### src/plh_map.svh
/*
 constants of the feedback divider, lock detector and pin selectors.
 assumes inclusion by bare name from the package; definitions only.
*/
`ifndef PLH_MAP_SVH
`define PLH_MAP_SVH

// ********
// prescaler mode codes
// ********
`define PLH_PRE_DM2  3'h0
`define PLH_PRE_DM4  3'h1
`define PLH_PRE_DM8  3'h2
`define PLH_PRE_DM16 3'h3
`define PLH_PRE_DM32 3'h4
`define PLH_PRE_FD1  3'h5
`define PLH_PRE_FD2  3'h6
`define PLH_PRE_FD3  3'h7

// ********
// lock detector counts and windows, in cycles
// ********
`define PLH_LDCNT_0      8'h05
`define PLH_LDCNT_1      8'h10
`define PLH_LDCNT_2      8'h40
`define PLH_LDCNT_3      8'hFF
`define PLH_LOCK_THR_HI  6'h04
`define PLH_LOCK_THR_LO  6'h02
`define PLH_UNLK_THR_HI  6'h08
`define PLH_UNLK_THR_LO  6'h04

// ********
// pin selector codes
// ********
`define PLH_LDSEL_DLD    6'h01
`define PLH_LDSEL_CS     6'h04
`define PLH_MON_DLD      6'h01
`define PLH_MON_CMP_HI   6'h02
`define PLH_MON_CMP_LO   6'h03

`endif

### src/plh_pkg.sv
/*
 types shared by the pll control block.
 assumes plh_map.svh sits in the same folder.
*/
`include "plh_map.svh"

package plh_pkg;

    typedef enum logic [2:0] {
        PLH_HO_RUN  = 3'b001,
        PLH_HO_HOLD = 3'b010,
        PLH_HO_WAIT = 3'b100
    } plh_ho_state_type;

    typedef struct packed {
        logic [2:0]  pre_mode;
        logic [5:0]  a_val;
        logic [12:0] b_val;
        logic [13:0] r_val;
        logic        ab_reset;
        logic        rab_reset;
        logic [1:0]  sync_mode;
        logic        r_dly_en;
        logic [2:0]  r_dly;
        logic        n_dly_en;
        logic [2:0]  n_dly;
    } plh_div_cfg_type;

    typedef struct packed {
        logic [1:0]  cnt_sel;
        logic        window;
        logic [1:0]  abp;
        logic [5:0]  ld_sel;
        logic [4:0]  mon_sel;
        logic [5:0]  stat_sel;
    } plh_lock_cfg_type;

    typedef struct packed {
        logic en_a;
        logic en_b;
        logic manual;
    } plh_ho_cfg_type;

endpackage

### src/plh_pll_control.sv
/*
 feedback divider, path delays, lock detect, lock pin muxes, manual holdover.
 assumes one-cycle tick pulses on i_clk and configuration within divider limits.
*/
`timescale 1ns/10ps
`default_nettype none

// Functional notes
// - B of one, A zero: prescaler alone divides
// - own and shared reset bits hold counters until cleared
// - low realign pin resets R, A and B when enabled
// - R and N paths each have a three-bit delay
// - lock sets after a chosen run of in-window cycles
// - lock clears only beyond the wider unlock window
// - window bit and antibacklash setting shape the windows
// - lock flag routable to lock, status and monitor pins
// - current-source mode sources while locked, else grounds
// - lock pin comparator, high or low, on status and monitor
// - holdover idles the charge pump, no up or down correction
// - holdover acts only with both holdover enable bits set
// - falling realign edge enters holdover; a held low does not
// - holdover ends on the next reference edge after pin high
// - that reference edge resets the B counter, prescaler untouched
// - feedback divide equals P times B plus A in dual-modulus modes, P times B in fixed-divide modes
// - count field zero needs five in-window cycles
module plh_pll_control
    import plh_pkg::*;
(
    input  wire logic             i_clk,
    input  wire logic             i_rst,
    input  wire logic             i_vco_tick,
    input  wire logic             i_ref_tick,
    input  wire logic             i_sync_n,
    input  wire logic             i_ld_cmp,
    input  wire plh_div_cfg_type  i_div_cfg,
    input  wire plh_lock_cfg_type i_lock_cfg,
    input  wire plh_ho_cfg_type   i_ho_cfg,
    output logic                  o_ref_pfd,
    output logic                  o_fb_pfd,
    output logic                  o_pump_up,
    output logic                  o_pump_down,
    output logic                  o_cp_hiz,
    output logic                  o_digital_lock_flag,
    output logic                  o_lock_pin_out,
    output logic                  o_lock_pin_oe,
    output logic                  o_lock_source_on,
    output logic                  o_status_pin,
    output logic                  o_reference_monitor_pin
);

    // ********
    // functions
    // ********
    function automatic logic [5:0] plh_modulus(input logic [2:0] m);
        case (m)
            `PLH_PRE_DM2:  plh_modulus = 6'h02;
            `PLH_PRE_DM4:  plh_modulus = 6'h04;
            `PLH_PRE_DM8:  plh_modulus = 6'h08;
            `PLH_PRE_DM16: plh_modulus = 6'h10;
            `PLH_PRE_DM32: plh_modulus = 6'h20;
            `PLH_PRE_FD1:  plh_modulus = 6'h01;
            `PLH_PRE_FD2:  plh_modulus = 6'h02;
            default:       plh_modulus = 6'h03;
        endcase
    endfunction

    function automatic logic plh_tap(input logic raw, input logic [6:0] sh,
        input logic en, input logic [2:0] code);
        if (!en || code == 3'h0) begin
            plh_tap = raw;
        end else begin
            plh_tap = sh[code - 3'h1];
        end
    endfunction

    function automatic logic plh_mon(input logic [5:0] sel, input logic flag,
        input logic cmp);
        if (sel == `PLH_MON_DLD) begin
            plh_mon = flag;
        end else if (sel == `PLH_MON_CMP_HI) begin
            plh_mon = cmp;
        end else if (sel == `PLH_MON_CMP_LO) begin
            plh_mon = !cmp;
        end else begin
            plh_mon = 1'b0;
        end
    endfunction

    // ********
    // holdover
    // ********
    plh_ho_state_type ho_state;
    plh_ho_state_type next_ho_state;
    logic             sync_q;
    logic             ref_q;
    logic             fb_q;
    logic             ho_on;
    logic             ho_b_reset;

    always_comb begin
        ho_on         = i_ho_cfg.en_a && i_ho_cfg.en_b && i_ho_cfg.manual;
        next_ho_state = ho_state;
        ho_b_reset    = 1'b0;
        case (ho_state)
            PLH_HO_RUN: begin
                if (ho_on && sync_q && !i_sync_n) begin
                    next_ho_state = PLH_HO_HOLD;
                end
            end
            PLH_HO_HOLD: begin
                if (!ho_on) begin
                    next_ho_state = PLH_HO_RUN;
                end else if (i_sync_n) begin
                    next_ho_state = PLH_HO_WAIT;
                end
            end
            PLH_HO_WAIT: begin
                if (!ho_on) begin
                    next_ho_state = PLH_HO_RUN;
                end else if (!i_sync_n) begin
                    next_ho_state = PLH_HO_HOLD;
                end else if (ref_q) begin
                    next_ho_state = PLH_HO_RUN;
                    ho_b_reset    = 1'b1;
                end
            end
            default: begin
                next_ho_state = PLH_HO_RUN;
            end
        endcase
    end

    always_ff @(posedge i_clk) begin
        if (i_rst) begin
            ho_state <= PLH_HO_RUN;
            sync_q   <= 1'b1;
        end else begin
            ho_state <= next_ho_state;
            sync_q   <= i_sync_n;
        end
    end

    assign o_cp_hiz = (ho_state != PLH_HO_RUN);

    // ********
    // r and n dividers
    // ********
    logic [5:0]  pre_cnt;
    logic [5:0]  next_pre_cnt;
    logic [5:0]  a_cnt;
    logic [5:0]  next_a_cnt;
    logic [12:0] b_cnt;
    logic [12:0] next_b_cnt;
    logic [13:0] r_cnt;
    logic [13:0] next_r_cnt;
    logic        fb_raw;
    logic        next_fb_raw;
    logic        ref_raw;
    logic        next_ref_raw;
    logic        dm;
    logic [5:0]  pmod;
    logic [12:0] b_last;
    logic [13:0] r_last;
    logic        sync_rst;

    always_comb begin
        dm           = (i_div_cfg.pre_mode < `PLH_PRE_FD1);
        // fixed-divide modes ignore A; dual modulus adds one while A runs
        pmod         = plh_modulus(i_div_cfg.pre_mode);
        if (dm && a_cnt < i_div_cfg.a_val) begin
            pmod = pmod + 6'h01;
        end
        // a B of zero or one is the bypass, the prescaler alone divides
        b_last       = (i_div_cfg.b_val <= 13'h0001) ? 13'h0000
            : i_div_cfg.b_val - 13'h0001;
        r_last       = (i_div_cfg.r_val <= 14'h0001) ? 14'h0000
            : i_div_cfg.r_val - 14'h0001;
        sync_rst     = !i_sync_n && (i_div_cfg.sync_mode != 2'h0);
        next_pre_cnt = pre_cnt;
        next_a_cnt   = a_cnt;
        next_b_cnt   = b_cnt;
        next_r_cnt   = r_cnt;
        next_fb_raw  = 1'b0;
        next_ref_raw = 1'b0;
        if (i_vco_tick) begin
            if (pre_cnt >= pmod - 6'h01) begin
                next_pre_cnt = 6'h00;
                if (b_cnt >= b_last) begin
                    next_b_cnt  = 13'h0000;
                    next_a_cnt  = 6'h00;
                    next_fb_raw = 1'b1;
                end else begin
                    next_b_cnt = b_cnt + 13'h0001;
                    if (a_cnt != 6'h3F) begin
                        next_a_cnt = a_cnt + 6'h01;
                    end
                end
            end else begin
                next_pre_cnt = pre_cnt + 6'h01;
            end
        end
        if (i_ref_tick) begin
            if (r_cnt >= r_last) begin
                next_r_cnt   = 14'h0000;
                next_ref_raw = 1'b1;
            end else begin
                next_r_cnt = r_cnt + 14'h0001;
            end
        end
        if (ho_b_reset) begin
            next_b_cnt = 13'h0000;
        end
        if (i_div_cfg.ab_reset || i_div_cfg.rab_reset || sync_rst) begin
            next_a_cnt  = 6'h00;
            next_b_cnt  = 13'h0000;
            next_fb_raw = 1'b0;
        end
        if (i_div_cfg.rab_reset || sync_rst) begin
            next_r_cnt   = 14'h0000;
            next_ref_raw = 1'b0;
        end
    end

    always_ff @(posedge i_clk) begin
        if (i_rst) begin
            pre_cnt <= 6'h00;
            a_cnt   <= 6'h00;
            b_cnt   <= 13'h0000;
            r_cnt   <= 14'h0000;
            fb_raw  <= 1'b0;
            ref_raw <= 1'b0;
        end else begin
            pre_cnt <= next_pre_cnt;
            a_cnt   <= next_a_cnt;
            b_cnt   <= next_b_cnt;
            r_cnt   <= next_r_cnt;
            fb_raw  <= next_fb_raw;
            ref_raw <= next_ref_raw;
        end
    end

    // ********
    // path delays
    // ********
    logic [6:0] r_sh;
    logic [6:0] n_sh;

    always_ff @(posedge i_clk) begin
        if (i_rst) begin
            r_sh  <= 7'h00;
            n_sh  <= 7'h00;
            ref_q <= 1'b0;
            fb_q  <= 1'b0;
        end else begin
            r_sh  <= {r_sh[5:0], ref_raw};
            n_sh  <= {n_sh[5:0], fb_raw};
            ref_q <= plh_tap(ref_raw, r_sh, i_div_cfg.r_dly_en, i_div_cfg.r_dly);
            fb_q  <= plh_tap(fb_raw, n_sh, i_div_cfg.n_dly_en, i_div_cfg.n_dly);
        end
    end

    assign o_ref_pfd = ref_q;
    assign o_fb_pfd  = fb_q;

    // ********
    // phase detector and lock detect
    // ********
    logic       ref_pend;
    logic       next_ref_pend;
    logic       fb_pend;
    logic       next_fb_pend;
    logic [5:0] dcnt;
    logic [5:0] next_dcnt;
    logic [7:0] lock_cnt;
    logic [7:0] next_lock_cnt;
    logic       lock_flag;
    logic       next_lock_flag;
    logic       meas;
    logic [5:0] diff;
    logic [5:0] lock_thr;
    logic [5:0] unlk_thr;
    logic [7:0] need;

    always_comb begin
        lock_thr = (i_lock_cfg.window ? `PLH_LOCK_THR_LO : `PLH_LOCK_THR_HI)
                   + {4'h0, i_lock_cfg.abp};
        unlk_thr = (i_lock_cfg.window ? `PLH_UNLK_THR_LO : `PLH_UNLK_THR_HI)
                   + {4'h0, i_lock_cfg.abp};
        case (i_lock_cfg.cnt_sel)
            2'h0:    need = `PLH_LDCNT_0;
            2'h1:    need = `PLH_LDCNT_1;
            2'h2:    need = `PLH_LDCNT_2;
            default: need = `PLH_LDCNT_3;
        endcase
        next_ref_pend  = ref_pend;
        next_fb_pend   = fb_pend;
        next_dcnt      = dcnt;
        next_lock_cnt  = lock_cnt;
        next_lock_flag = lock_flag;
        meas           = 1'b0;
        diff           = dcnt;
        if ((ref_q && fb_q) || (ref_q && fb_pend) || (fb_q && ref_pend)) begin
            meas          = 1'b1;
            diff          = (ref_q && fb_q) ? 6'h00 : dcnt;
            next_ref_pend = 1'b0;
            next_fb_pend  = 1'b0;
        end else if (ref_q || fb_q) begin
            next_ref_pend = ref_q;
            next_fb_pend  = fb_q;
            next_dcnt     = 6'h01;
        end else if ((ref_pend || fb_pend) && dcnt != 6'h3F) begin
            next_dcnt = dcnt + 6'h01;
        end
        // a lone edge waiting past the unlock window counts as an unlock
        if (!meas && (ref_pend || fb_pend) && dcnt > unlk_thr) begin
            meas = 1'b1;
            diff = dcnt;
        end
        if (meas) begin
            if (diff < lock_thr) begin
                if (lock_cnt != 8'hFF) begin
                    next_lock_cnt = lock_cnt + 8'h01;
                end
                if (lock_cnt >= need - 8'h01) begin
                    next_lock_flag = 1'b1;
                end
            end else begin
                next_lock_cnt = 8'h00;
                if (diff > unlk_thr) begin
                    next_lock_flag = 1'b0;
                end
            end
        end
    end

    always_ff @(posedge i_clk) begin
        if (i_rst) begin
            ref_pend    <= 1'b0;
            fb_pend     <= 1'b0;
            dcnt        <= 6'h00;
            lock_cnt    <= 8'h00;
            lock_flag   <= 1'b0;
            o_pump_up   <= 1'b0;
            o_pump_down <= 1'b0;
        end else begin
            ref_pend    <= next_ref_pend;
            fb_pend     <= next_fb_pend;
            dcnt        <= next_dcnt;
            lock_cnt    <= next_lock_cnt;
            lock_flag   <= next_lock_flag;
            o_pump_up   <= next_ref_pend && (next_ho_state == PLH_HO_RUN);
            o_pump_down <= next_fb_pend && (next_ho_state == PLH_HO_RUN);
        end
    end

    assign o_digital_lock_flag = lock_flag;

    // ********
    // pin multiplexers
    // ********
    logic next_ld_out;
    logic next_ld_oe;
    logic next_ld_src;

    always_comb begin
        next_ld_out = 1'b0;
        next_ld_oe  = 1'b0;
        next_ld_src = 1'b0;
        if (i_lock_cfg.ld_sel == `PLH_LDSEL_DLD) begin
            next_ld_out = lock_flag;
            next_ld_oe  = 1'b1;
        end else if (i_lock_cfg.ld_sel == `PLH_LDSEL_CS) begin
            // grounding at once on any false discharges the external capacitor
            next_ld_src = lock_flag;
            next_ld_oe  = !lock_flag;
        end
    end

    always_ff @(posedge i_clk) begin
        if (i_rst) begin
            o_lock_pin_out          <= 1'b0;
            o_lock_pin_oe           <= 1'b0;
            o_lock_source_on        <= 1'b0;
            o_status_pin            <= 1'b0;
            o_reference_monitor_pin <= 1'b0;
        end else begin
            o_lock_pin_out          <= next_ld_out;
            o_lock_pin_oe           <= next_ld_oe;
            o_lock_source_on        <= next_ld_src;
            o_status_pin            <= plh_mon(i_lock_cfg.stat_sel, lock_flag,
                i_ld_cmp);
            o_reference_monitor_pin <= plh_mon({1'b0, i_lock_cfg.mon_sel}, lock_flag,
                i_ld_cmp);
        end
    end

endmodule

`default_nettype wire

### config.mk
export PLATFORM = sky130hd
export DESIGN_NAME = plh_pll_control
export DESIGN_NICKNAME = d
export VERILOG_FILES = /design/src/plh_pkg.sv /design/src/plh_pll_control.sv
export VERILOG_INCLUDE_DIRS = /design/src
export SDC_FILE = /design/constraint.sdc
export NUM_CORES = 1
export LEC_CHECK = 0
export ABC_AREA = 0
export BUFFER_PORTS_ARGS = -buffer_cell sky130_fd_sc_hd__buf_2
export CAP_MARGIN = 30
export CELL_PAD_IN_SITES_DETAIL_PLACEMENT = 1
export CELL_PAD_IN_SITES_GLOBAL_PLACEMENT = 1
export CORE_MARGIN = 4
export CORE_UTILIZATION = 43
export CTS_BUF_LIST = sky130_fd_sc_hd__clkbuf_16
export DETAILED_ROUTE_END_ITERATION = 8
export MAX_ROUTING_LAYER = met4
export PLACE_DENSITY = 0.9
export SYNTH_ARGS = -nofsm -noshare
export SYNTH_HDL_FRONTEND = slang
export SYNTH_SLANG_ARGS = --single-unit
### constraint.sdc
create_clock -name i_clk -period 5.4 [get_ports i_clk]
set_input_delay 0 -clock i_clk [delete_from_list [all_inputs] [get_ports i_clk]]
set_output_delay 0 -clock i_clk [all_outputs]
set_load 0.05 [all_outputs]
* Word-level counts from Yosys, hierarchy flattened
Index checks and enable logic that the tools add are counted.
** Operators by class
- Add/sub/neg operators :: 15
- Magnitude comparators :: 13
- Equal/unequal tests :: 26
- Muxes and demuxes :: 55
- Bitwise logic cells :: 6
- Reduce and logical (&&, ||, !) cells :: 50
** Operators by type and width (count)
- two-way mux 6 bit :: 9
- one-hot mux 6 bit (6 select lines) :: 1
- two-way mux 14 bit :: 2
- two-way mux 1 bit :: 27
- two-way mux 13 bit :: 2
- adder 6 x 1 -> 6 bit, second input constant :: 4
- one-hot mux 8 bit (3 select lines) :: 1
- two-way mux 3 bit :: 7
- two-way mux 8 bit :: 2
- adder 14 x 1 -> 14 bit, second input constant :: 1
- greater-or-equal comparator 14 bit :: 1
- <= comparator 14 x 1 -> 1 bit, second input constant :: 1
- logical AND 1 bit :: 14
- subtractor 14 x 1 -> 14 bit, second input constant :: 1
- adder 13 x 1 -> 13 bit, second input constant :: 1
- greater-or-equal comparator 13 bit :: 1
- <= comparator 13 x 1 -> 1 bit, second input constant :: 1
- subtractor 13 x 1 -> 13 bit, second input constant :: 1
- == test 3 bit, second input constant :: 4
- == test 6 x 1 -> 1 bit, second input constant :: 2
- == test 6 x 2 -> 1 bit, second input constant :: 2
- > comparator 6 x 5 -> 1 bit :: 2
- inequality test 6 bit, second input constant :: 2
- == test 5 x 2 -> 1 bit, second input constant :: 2
- 35 further kinds :: 74
** Storage, ports and cells
- Register bits :: 85
- Input port bits :: 79
- Output and inout port bits :: 11
- Word-level logic and storage cells :: 189

* Longest topological paths before layout
Gate-level depths: netlist of the first run.
- Depth after elaboration :: 11
- Gate-level depth with buffers :: 19
- Depth with buffers taken out :: 18

* Worst setup path after synthesis of the first run
Ideal clock, no wire load.
- Path type :: reg-to-reg
- Start point :: register a_cnt[1]
- End point :: register a_cnt[3]
- Arrival time :: 3.928 ns
- Slack :: 1.340 ns
- Cell stages (with the launch flop) :: 17
- Buffers on the path :: 1
- Path through :: dfxtp_1 -> ha_1 -> a2111o_1 -> a311oi_2 -> nand2b_1 -> a21oi_1 -> a211oi_1 -> ha_1 -> a21oi_1 -> a21o_1 -> ha_1 -> nand3_1 -> o21ai_1 -> nand2_1 -> o31ai_2 -> clkbuf_1 -> nor3_1
** On the way
- Cells in the longest elaborated chain, start to end :: 6
- Elaborated cells between the ends (all ways) :: 11
- Those cells by class :: 2 x add/sub; 2 x order compare; 1 x eq/ne; 3 x mux; 3 x reduce/logical
** RTL lines
- start, declared :: RTL line plh_pll_control.sv:150 : logic [5:0] a_cnt;
- start signal, assigned :: RTL line plh_pll_control.sv:234 : a_cnt <= next_a_cnt;
- less-than comparator 6 bit :: RTL line plh_pll_control.sv:170 : if (dm && a_cnt < i_div_cfg.a_val) begin
- logical AND 1 bit :: RTL line plh_pll_control.sv:170
- two-way mux 6 bit :: RTL line plh_pll_control.sv:170
- subtractor 6 x 1 -> 6 bit :: RTL line plh_pll_control.sv:186 : if (pre_cnt >= pmod - 6'h01) begin
- greater-or-equal comparator 6 bit :: RTL line plh_pll_control.sv:186
- AND reduction 3 bit (no source line)
Parallel ways exist; a longest one is shown, timed or not. The select of a mux whose other input is x is not followed.
A chain may end at the register's enable or synchronous reset.

* Final worst setup path of the first run
- Start point :: register a_cnt[1]
- End point :: register b_cnt[10]
** On the way
- Cells in the longest elaborated chain, start to end :: 6
** RTL lines
- less-than comparator 6 bit :: RTL line plh_pll_control.sv:170
- logical AND 1 bit :: RTL line plh_pll_control.sv:170
- two-way mux 6 bit :: RTL line plh_pll_control.sv:170
- subtractor 6 x 1 -> 6 bit :: RTL line plh_pll_control.sv:186
- greater-or-equal comparator 6 bit :: RTL line plh_pll_control.sv:186
- AND reduction 2 bit (no source line)
- end signal, assigned :: RTL line plh_pll_control.sv:235 : b_cnt <= next_b_cnt;
- end, declared :: RTL line plh_pll_control.sv:152 : logic [12:0] b_cnt;
No other way between the ends.

==> results of run 1 <==
[cell type report]
type                       count  share of cell area, %
clock buffer                   9                   3.23
clock inverter                 7                  0.719
inverter                      39                   2.10
multi-input combinational    593                   57.5
sequential                    85                   24.4
tap                          176                   3.16
timing repair buffer         107                   8.88
[Yosys cell counts, drive strengths merged]
master,n,area (um^2)
o21ai,24,120
xor2,43,377
or3b,1,8.76
o31a,1,8.76
inv,39,146
and2,12,75.1
nor3,38,190
o211ai,6,45.0
a22oi,2,15.0
or4,6,56.3
nand2b,15,93.8
o2111ai,4,35.0
o21a,7,52.6
or4b,2,20.0
or2,5,31.3
nor4,10,62.6
dfxtp,85,1700
a2111o,1,11.3
nand3,28,140
a2111oi,3,26.3
a21oi,38,190
nor3b,3,27.5
mux2,1,11.3
nand4,17,106
mux2i,6,60.1
a21o,9,67.6
a311oi,2,23.8
and3b,1,8.76
ha,79,988
nand3b,1,7.51
a31oi,8,50.1
nor2b,23,144
xnor2,16,140
nor2,78,293
and4,1,8.76
clkbuf,19,72.6
o31ai,4,35.0
a211oi,7,52.6
nand2,74,278
a22o,1,8.76
mux4,2,45.0
or3,4,25.0
and3,10,62.6
[registers in the layout, indices dropped and copies added (netlist names), 3 cells and up]
| name | flops |
|---|---|
| n_sh | 7 |
| lock_cnt | 8 |
| ho_state | 3 |
| a_cnt | 6 |
| b_cnt | 13 |
| pre_cnt | 6 |
| r_cnt | 14 |
| dcnt | 6 |
| r_sh | 7 |
[report_power, final]
group	internal, W	switching [W]	total (W)
Combinational	0.0000818	0.000107	0.000189
Clock	0.000313	0.000271	0.000584
Sequential	0.000630	0.00000366	0.000633
Total	0.00102	0.000381	0.00141
[critical path, cell delays in order (launching register included)]
cell and delay, ns:
dfxtp_1 0.40, ha_1 0.27, a2111o_1 0.38, a311oi_2 0.48, nand2b_1 0.17, a21oi_1 0.07
a211oi_1 0.25, ha_1 0.24, a21oi_1 0.05, a21o_1 0.16, ha_1 0.29, a21o_1 0.12
a21oi_1 0.06, o21ai_1 0.08, buf_4 0.22, nand2_1 0.22, o31ai_2 0.49, buf_4 0.29
nor3_1 0.09
[per-stage QoR]
| stage | power (W) | setup WS, ns |
|---|---|---|
| detailed placement | 0.000830 | 0.995 |
| global placement | 0.000820 | 1.12 |
| global route | 0.00148 | 0.450 |
| floorplan | 0.000757 | 1.34 |
| finish | 0.00141 | 0.924 |
| CTS | 0.00142 | 0.942 |
[layer usage]
layer  share of wire [%]  GRT usage (%)  up-vias
li1                    -              -     2788
met1                  46           24.5     2574
met2                  50           36.5       96
met3                 3.1           4.31       18
met4                 1.2           5.23        0
met5                   0              -        -
[cells by family after synthesis]
| group | after synthesis | synth area share [%] |
|---|---|---|
| fa+ha+maj | 79 | 16.7 |
| simple gates | 329 | 27.7 |
| flops | 85 | 28.7 |
| compound gates | 117 | 12.5 |
| xor+xnor | 59 | 8.72 |
| mux | 9 | 1.96 |
| buf+inv | 58 | 3.70 |
[cells in the final DEF, fill, tap and decap left out, drive strengths merged, types with 6 or more instances in the layout]
cell	n
a211oi	7
clkbuf	9
a21oi	38
and3	10
a21o	9
nand3	28
nand2	74
nand4	17
inv	42
mux2i	6
buf	92
o21a	7
dfxtp	85
dlygate4sd3	15
a31oi	8
nor2b	23
o211ai	6
xnor2	16
nor3	38
nor2	78
nor4	10
nand2b	15
xor2	43
or4	6
o21ai	24
ha	79
and2	12
[path summary, 6_finish.rpt]
path / from / end / slack (ns) / cells after the start
setup / recovery: a_cnt[1] / b_cnt[10] / 0.92 / 18
hold / removal: i_ref_tick / r_cnt[0] / 0.03 / 3
setup reg to reg: a_cnt[1] / b_cnt[10] / 0.92 / 18
hold reg to reg: n_sh[5] / n_sh[6] / 0.47 / 1
==> impl_results.md, run 1 <==
* Worst-path clk slew at 0.06 ns
* Port Buf Inserts at 89
* Sequential share of the synthesized area at 28.7%
* Nets at 993
* Vias in the first global route at 5,793
* Die area at 0.0157 mm^2
* Starting density of the core at 44.4%
* ANT cells at 0
* Status: complete, no violations
* Area post-placement at 0.00654 mm^2
* Vias per std cell at 5.39
* Max Cap Viol at 0
* Inserted Clock Buffers at 9
* Number of distinct library cells after synthesis at 51
* CTS H-tree depth at 3
* CTS root buf: clkbuf_16
* Fin Setup TNS at 0 ns
* Yosys reg bits at 85
* Max FO, Critical Path at 15
* # rows at 42
* Sequential cell area at 0.00170 mm^2
* Final Setup Violations at 0
* Power Density at 202 mW/mm^2
* Fraction of layout cells with a size suffix above 1 at 14.6%
* Final hold violations at 0
* Initial antenna violation count at 0
* RSZ-0062 raised after global routing: no
* Hold WS at 0.0288 ns
* DR WL/cell at 15.3 um
* Die height at 125 um
* Area of the multi-input gates at 0.00400 mm^2
* Rel. slew slack at 37.3%
* Tmin final at 4.48 ns
* Critical path class: flip-flop to flip-flop
* Fill count at 1,704
* Arrival @ worst endpoint at 4.66 ns
* Clock sinks at 85
* DPL Wire Length at 12.0 mm
* Slew @ Worst Pin at 0.937 ns
* DRT Wirelength at 15.5 mm
* Mapped Nets at 894
* Worst setup EP type: flip-flop
* Antenna Nets Post-Route at 0
* Die Width at 125 um
* Grt ovf at 0
* Initial DRT Pass Iterations at 4
* Final Instance Count excl. Fillers at 1,016
* Clock buffer depth at 2
* Final Util at 52.2%
* Syn_area_per_cell at 8.05 um^2
* Ys Warns at 0
* Total number of vias at 5,476
* Leak pwr at 3.10 nW
* IO Count at 90
* Hold Path Class: input pin to flip-flop
* TritonCTS clock tree: built
* Post-Synthesis Cells at 736
* Data required, critical path at 5.58 ns
* Worst vdd ir at 118 uV
* Hold buffer count at CTS at 15
* Final instance area at 0.00696 mm^2
* Total GRT Usage at 20.9%
* DR DRC count at 0
* CTS-repair resized insts at 0
* Slew Limit Fails at 0
* DR iter-0 viols at 245
* Post-CTS Setup Inserts at 0
* Mapped Area at 0.00592 mm^2
* # placed instances at 985
* Crit start category: flip-flop
* Area growth from synthesis to layout at 17.6%
* Fin crit share at 82.9%
* Placeable Area at 0.0133 mm^2
* Highest clock rate at 223 MHz
* Routability cong. at 0.803
* Pin count of the biggest net entering global routing at 40
* Worst skew pair latency at 0.34 ns
* First-pass GRT wire length at 27.0 mm
* Clk_skew at 0.00525 ns
Power figures use the tool's default switching activity.
==> run 2: changes to the inputs <==
--- a/config.mk
+++ b/config.mk
@@ -12,11 +12,11 @@
 export CELL_PAD_IN_SITES_DETAIL_PLACEMENT = 1
 export CELL_PAD_IN_SITES_GLOBAL_PLACEMENT = 1
 export CORE_MARGIN = 4
-export CORE_UTILIZATION = 43
+export CORE_UTILIZATION = 39
 export CTS_BUF_LIST = sky130_fd_sc_hd__clkbuf_16
 export DETAILED_ROUTE_END_ITERATION = 8
 export MAX_ROUTING_LAYER = met4
-export PLACE_DENSITY = 0.9
+export PLACE_DENSITY = 0.87
 export SYNTH_ARGS = -nofsm -noshare
 export SYNTH_HDL_FRONTEND = slang
 export SYNTH_SLANG_ARGS = --single-unit
==> constraint.sdc (replaced) <==
create_clock -name i_clk -period 3.8 [get_ports i_clk]
set_input_delay 0 -clock i_clk [delete_from_list [all_inputs] [get_ports i_clk]]
set_output_delay 0 -clock i_clk [all_outputs]
set_load 0.05 [all_outputs]
==> run 2 against run 1 <==
Compared with the run above: via count increased by 3.0%; critical path depth decreased by 2; clock skew increased by 0.0014 ns; critical endpoint is now b_cnt[1]; wire length increased by 4.3%; maximum frequency increased by 23%; utilization decreased by 3.7 points; sequential power increased by 42%; non-clock buffer count increased by 10; clock power increased by 53%; register-to-register slack got worse by 0.75 ns; first-iteration DRC count decreased by 11%; power increased by 48%.
==> impl_results.md, run 2 (same netlist as run 1, synthesis figures left out) <==
* Status: complete, no violations
* Final instance area at 0.00712 mm^2 (+2.2%)
* DPL Wire Length at 12.3 mm (+2.8%)
* Final Util at 48.4% (-3.7 points)
* Power Density at 292 mW/mm^2 (+45%)
* Max reg flops at 14 (unchanged)
* Total GRT Usage at 19.4% (-1.4 points)
* Total number of vias at 5,643 (+3.0%)
* Worst skew pair latency at 0.34 ns (about the same)
* Critical path class: flip-flop to flip-flop
* Antenna Nets Post-Route at 0 (unchanged)
* Max Cap Viol at 0 (unchanged)
* Die height at 131 um (+4.7%)
* Fraction of layout cells with a size suffix above 1 at 16.6% (+1.9 points)
* IO Count at 90 (unchanged)
* Initial antenna violation count at 0 (unchanged)
* CTS root buf: clkbuf_16
* Final hold violations at 0 (unchanged)
* Commonest non-fill, non-tap cell in the layout: buf_2
* Max FO, Critical Path at 7 (-8)
* TritonCTS clock tree: built
* Fill count at 1,822 (+6.9%)
* Leak pwr at 3.18 nW (+2.3%)
* ANT cells at 0 (unchanged)
* Rel. slew slack at 36.7% (-0.63 points)
* Worst vdd ir at 221 uV (+87%)
* Slew Limit Fails at 0 (unchanged)
* Cells along the critical path: ha_1, a2111o_1, a311oi_4, nand2b_1, a21oi_1, a211oi_2, ha_2, a21oi_1, a21o_1, ha_1, nand3_1, o21ai_2, nand2_2, o31ai_4, buf_6, nor3_1
* Worst path max stage delay at 0.41 ns (-0.08 ns)
* # placed instances at 1,002 (+1.7%)
* Most frequent cells in the layout: buf_2 (89), dfxtp_1 (84), nor2_1 (78), ha_1 (78), nand2_1 (73)
* Pin count of the biggest net entering global routing at 40 (unchanged)
* Final Setup Violations at 0 (unchanged)
* CP max-delay cell: a2111o_1
* Crit start category: flip-flop
* DR WL/cell at 15.7 um (+2.5%)
* Worst-path clk slew at 0.06 ns (about the same)
* Largest reg by FF count: r_cnt
* Slew @ Worst Pin at 0.940 ns (+0.00291 ns)
* Worst setup EP type: flip-flop
* Hold WS at 0.0568 ns (+0.0280 ns)
* Inserted Clock Buffers at 9 (unchanged)
* Highest clock rate at 276 MHz (+23%)
* Worst path buffer plus inverter count at 1 (-1)
* DR DRC count at 0 (unchanged)
* Data required, critical path at 3.99 ns (-1.59 ns)
* DRT Wirelength at 16.2 mm (+4.3%)
* Clk_skew at 0.00663 ns (+0.00139 ns)
* Biggest regs: r_cnt (14), b_cnt (13), lock_cnt (8)
* Die Width at 131 um (+4.7%)
* Die area at 0.0172 mm^2 (+9.6%)
* Clock sinks at 85 (unchanged)
* Vias in the first global route at 5,834 (+0.71%)
* # rows at 44 (+4.8%)
* DR iter-0 viols at 218 (-11%)
* Vias per std cell at 5.46 (+1.3%)
* Area post-placement at 0.00664 mm^2 (+1.6%)
* First-pass GRT wire length at 27.8 mm (+3.1%)
* Final Instance Count excl. Fillers at 1,034 (+1.8%)
* Design Power at 0.00208 W (+48%)
* Nets at 1,003 (+1.0%)
* Arrival @ worst endpoint at 3.82 ns (-0.84 ns)
* Port Buf Inserts at 89 (unchanged)
* Fin crit share at 95.5% (+13 points)
* Clock buffer depth at 2 (unchanged)
* Delay-heaviest family, CP: compound AO/OA/AOI/OAI gates
* Placeable Area at 0.0147 mm^2 (+10%)
* CTS H-tree depth at 3 (unchanged)
* Starting density of the core at 40.3% (-4.1 points)
* Hold Path Class: input pin to flip-flop
* Tmin final at 3.63 ns (-0.847 ns)
* Area growth from synthesis to layout at 20.2%
* Routability cong. at 0.782 (-2.6%)
* Grt ovf at 0 (unchanged)
* Initial DRT Pass Iterations at 4 (unchanged)
-- run 2: worst paths after layout --
kind                                  from        to  slack [ns]  depth (start not counted)
worst max register to register    a_cnt[1]  b_cnt[1]        0.17                         16
worst min-delay path            i_ref_tick  r_cnt[0]        0.06                          3
worst max-delay path              a_cnt[1]  b_cnt[1]        0.17                         16
worst min register to register     n_sh[5]   n_sh[6]        0.47                          1
-- run 2: cell type report --
type | count | area (um^2) | share of cell area, %
clock buffer | 9 | 225 | 3.16
clock inverter | 7 | 72.6 | 1.02
inverter | 39 | 146 | 2.06
multi-input combinational | 593 | 4050 | 56.8
sequential | 85 | 1700 | 23.9
tap | 184 | 230 | 3.23
timing repair buffer | 117 | 698 | 9.80
-- run 2: metal layers --
layer / global-route usage, % / wire length (um) / up-vias
met1: 23.9 / 7270 / 2708
li1: - / - / 2810
met2: 33.2 / 8030 / 108
met5: - / 0 / -
met3: 4.32 / 747 / 17
met4: 3.79 / 151 / 0
-- run 2: power by group --
group,switching [W],internal (W),total (W),leakage [nW]
clock network,0.000379,0.000513,0.000892,0.144
registers,0.00000509,0.000895,0.000900,0.686
logic,0.000162,0.000125,0.000287,2.35
total,0.000546,0.00153,0.00208,3.18
-- run 2: through the flow --
stage	setup WS, ns	TNS, ns
after floorplan	0.0471	0
after global placement	0.126	0
after detailed placement	-0.00370	-0.00400
after CTS	0.0339	0
after global routing	-0.0197	-0.0466
final	0.172	0
-- run 2: what timing repair did --
action / CTS / global route
gates resized for setup: 1 / 9
cloned: 0 / 1
pin swaps: 0 / 4
setup endpoints to repair: 3 / 24
buffers inserted: 0 / 1
hold buffers: 14 / 0
endpoints found under the hold margin: 10 / 0
-- run 2: worst min-delay path, delay by kind of cell --
family / cells / cell delay (ns)
buf+inv: 1 / 0.18
simple gates: 1 / 0.08
xor+xnor: 1 / 0.10
==> run 3: changes to the inputs <==
--- a/config.mk
+++ b/config.mk
@@ -9,14 +9,12 @@
 export ABC_AREA = 0
 export BUFFER_PORTS_ARGS = -buffer_cell sky130_fd_sc_hd__buf_2
 export CAP_MARGIN = 30
-export CELL_PAD_IN_SITES_DETAIL_PLACEMENT = 1
-export CELL_PAD_IN_SITES_GLOBAL_PLACEMENT = 1
 export CORE_MARGIN = 4
-export CORE_UTILIZATION = 39
+export CORE_UTILIZATION = 45
 export CTS_BUF_LIST = sky130_fd_sc_hd__clkbuf_16
 export DETAILED_ROUTE_END_ITERATION = 8
 export MAX_ROUTING_LAYER = met4
-export PLACE_DENSITY = 0.87
+export PLACE_DENSITY = 0.77
 export SYNTH_ARGS = -nofsm -noshare
 export SYNTH_HDL_FRONTEND = slang
 export SYNTH_SLANG_ARGS = --single-unit
==> run 3 against run 2 <==
Compared with the run above: sequential power is essentially flat; register-to-register slack better by 0.09 ns; largest power group unchanged; largest cell class unchanged; clock skew increased by 0.0017 ns; non-clock buffer count increased by 4; maximum frequency grew 2.6%; die area decreased by 13%; combinational power down 2%; global-route usage decreased by 2.5 points; highest routed layer unchanged.
==> impl_results.md, run 3 (same netlist as run 1, synthesis figures left out) <==
* Status: complete, no violations
* Initial DRT Pass Iterations at 4 (unchanged)
* Fill count at 1,145 (-37%)
* Fin crit share at 93.1% (-2.4 points)
* Grt ovf at 0 (unchanged)
* CTS root buf: clkbuf_16
* Commonest non-fill, non-tap cell in the layout: buf_2
* Clock sinks at 85 (unchanged)
* Area post-placement at 0.00663 mm^2 (-0.23%)
* Leak pwr at 3.19 nW (+0.40%)
* Total GRT Usage at 17.0% (-2.5 points)
* CP max-delay cell: a2111o_1
* Slew Limit Fails at 0 (unchanged)
* Area growth from synthesis to layout at 20.7%
* Vias per std cell at 5.15 (-5.5%)
* Max Cap Viol at 0 (unchanged)
* RSZ-0062 raised after global routing: no
* Inserted Clock Buffers at 9 (unchanged)
* Die area at 0.0151 mm^2 (-13%)
* Clk pwr share at 42.1% (-0.8 points)
* Starting density of the core at 46.4% (+6.1 points)
* Critical path class: flip-flop to flip-flop
* Fraction of layout cells with a size suffix above 1 at 16.9% (+0.27 points)
* Delay-heaviest family, CP: compound AO/OA/AOI/OAI gates
* Slew @ Worst Pin at 0.928 ns (-0.0117 ns)
* DPL Wire Length at 9.60 mm (-22%)
* Data required, critical path at 3.99 ns (about the same)
* Max FO, Critical Path at 7 (unchanged)
* Worst vdd ir at 212 uV (-4.1%)
* CTS H-tree depth at 3 (unchanged)
* Largest reg by FF count: r_cnt
* # rows at 41 (-6.8%)
* Comb pwr share at 13.8% (about the same)
* IO Count at 90 (unchanged)
* Tmin final at 3.54 ns (-0.0922 ns)
* Internal power at 0.00148 W (-3.3%)
* Worst setup EP type: flip-flop
* Final instance area at 0.00715 mm^2 (+0.39%)
* Sequential fraction of design power at 44.1% (+0.8 points)
* Total number of vias at 5,289 (-6.3%)
* Crit start category: flip-flop
* Placeable Area at 0.0128 mm^2 (-13%)
* Final Instance Count excl. Fillers at 1,026 (-0.77%)
* Final Setup Violations at 0 (unchanged)
* Biggest regs: r_cnt (14), b_cnt (13), lock_cnt (8)
* Most frequent cells in the layout: buf_2 (89), dfxtp_1 (84), nor2_1 (78), ha_1 (78), nand2_1 (73)
* Sequential cell area at 0.00170 mm^2 (unchanged)
* Die height at 123 um (-6.5%)
* Hold Path Class: input pin to flip-flop
* DRT Wirelength at 12.6 mm (-22%)
* Vias in the first global route at 4,670 (-20%)
* Psw at 0.000555 W (+1.7%)
* Clock buffer depth at 2 (unchanged)
* Fin Setup TNS at 0 ns (unchanged)
* Max reg flops at 14 (unchanged)
* Worst path max stage delay at 0.40 ns (about the same)
* Worst-path clk slew at 0.07 ns (about the same)
* Cells along the critical path: ha_1, a2111o_1, a311oi_4, nand2b_1, a21oi_1, a211oi_2, ha_2, a21oi_1, a21o_1, ha_1, nand3_1, o21ai_4, nand2_4, o31ai_4, buf_6, nor3_1
* Nets at 1,007 (+0.40%)
* Port Buf Inserts at 89 (unchanged)
* Arrival @ worst endpoint at 3.72 ns (-0.10 ns)
* Rel. slew slack at 37.9% (+1.2 points)
* Sw Share at 27.3% (+0.99 points)
* DR iter-0 viols at 231 (+6.0%)
* Initial antenna violation count at 0 (unchanged)
* # placed instances at 990 (-1.2%)
* ANT cells at 0 (unchanged)
* Pin count of the biggest net entering global routing at 40 (unchanged)
* Power Density at 285 mW/mm^2 (-2.4%)
* Antenna Nets Post-Route at 0 (unchanged)
* DR DRC count at 0 (unchanged)
* Routability cong. at 0.856 (+9.4%)
* Die Width at 123 um (-6.5%)
* Highest clock rate at 283 MHz (+2.6%)
* Final hold violations at 0 (unchanged)
* Worst skew pair latency at 0.34 ns (about the same)
* Worst path buffer plus inverter count at 1 (unchanged)
* Area of the multi-input gates at 0.00406 mm^2 (+0.25%)
* TritonCTS clock tree: built
* Clk_skew at 0.00831 ns (+0.00168 ns)
* First-pass GRT wire length at 20.5 mm (-26%)
* DR WL/cell at 12.3 um (-22%)
-- run 3: per-layer routing --
layer / routed length (um) / up-vias / global-route usage, % / part of all wire (%)
li1: - / 2820 / - / -
met1: 6120 / 2366 / 21.3 / 49
met2: 5830 / 95 / 27.9 / 46
met3: 568 / 8 / 3.73 / 4.5
met4: 64 / 0 / 3.85 / 0.51
met5: 0 / - / - / 0
-- run 3: timing repair --
item                       4_1_cts  5_1_grt
hold endpoints to repair        11        0
hold buffers                    16        0
gates resized for setup          0       12
buffers inserted                 0        3
setup endpoints to repair        0       23
-- run 3: final timing paths --
check | from | end | slack (ns) | cells after the start
max | a_cnt[1] | b_cnt[10] | 0.26 | 16
min | i_ho_cfg[0] | ho_state[1] | 0.004 | 3
max reg2reg | a_cnt[1] | b_cnt[10] | 0.26 | 16
min reg2reg | n_sh[4] | n_sh[5] | 0.46 | 1
-- run 3: worst register-to-register path, delay by kind of cell (launching register included) --
family / cells / cell delay (ns)
buf+inv: 1 / 0.18
compound gates: 8 / 1.67
fa+ha+maj: 3 / 0.79
simple gates: 4 / 0.43
flops: 1 / 0.32
-- run 3: cell type report --
type	count	share of cell area (%)
multi-input combinational	593	56.7
sequential	85	23.8
timing repair buffer	121	10.3
clock buffer	9	3.15
tap	172	3.01
inverter	39	2.05
clock inverter	7	0.980
-- run 3: power groups by stage --
stage	Combinational (W)	Sequential (W)	Clock (W)
after floorplan	0.000161	0.000920	0
after global placement	0.000251	0.000919	0
after detailed placement	0.000257	0.000920	0
after CTS	0.000267	0.000899	0.000878
after global routing	0.000317	0.000899	0.000912
final	0.000281	0.000899	0.000858
-- run 3: metrics by stage --
step / hold slack, ns / total power (W) / util [%] / setup WS (ns)
floorplan: 0.0779 / 0.00108 / - / 0.0471
global placement: 0.174 / 0.00117 / 51.8 / 0.175
detailed placement: 0.173 / 0.00118 / 51.9 / 0.102
CTS: 0.00102 / 0.00204 / 55.5 / 0.0717
global route: 0.00657 / 0.00213 / 56.0 / 0.0157
finish: 0.00414 / 0.00204 / 56.0 / 0.264
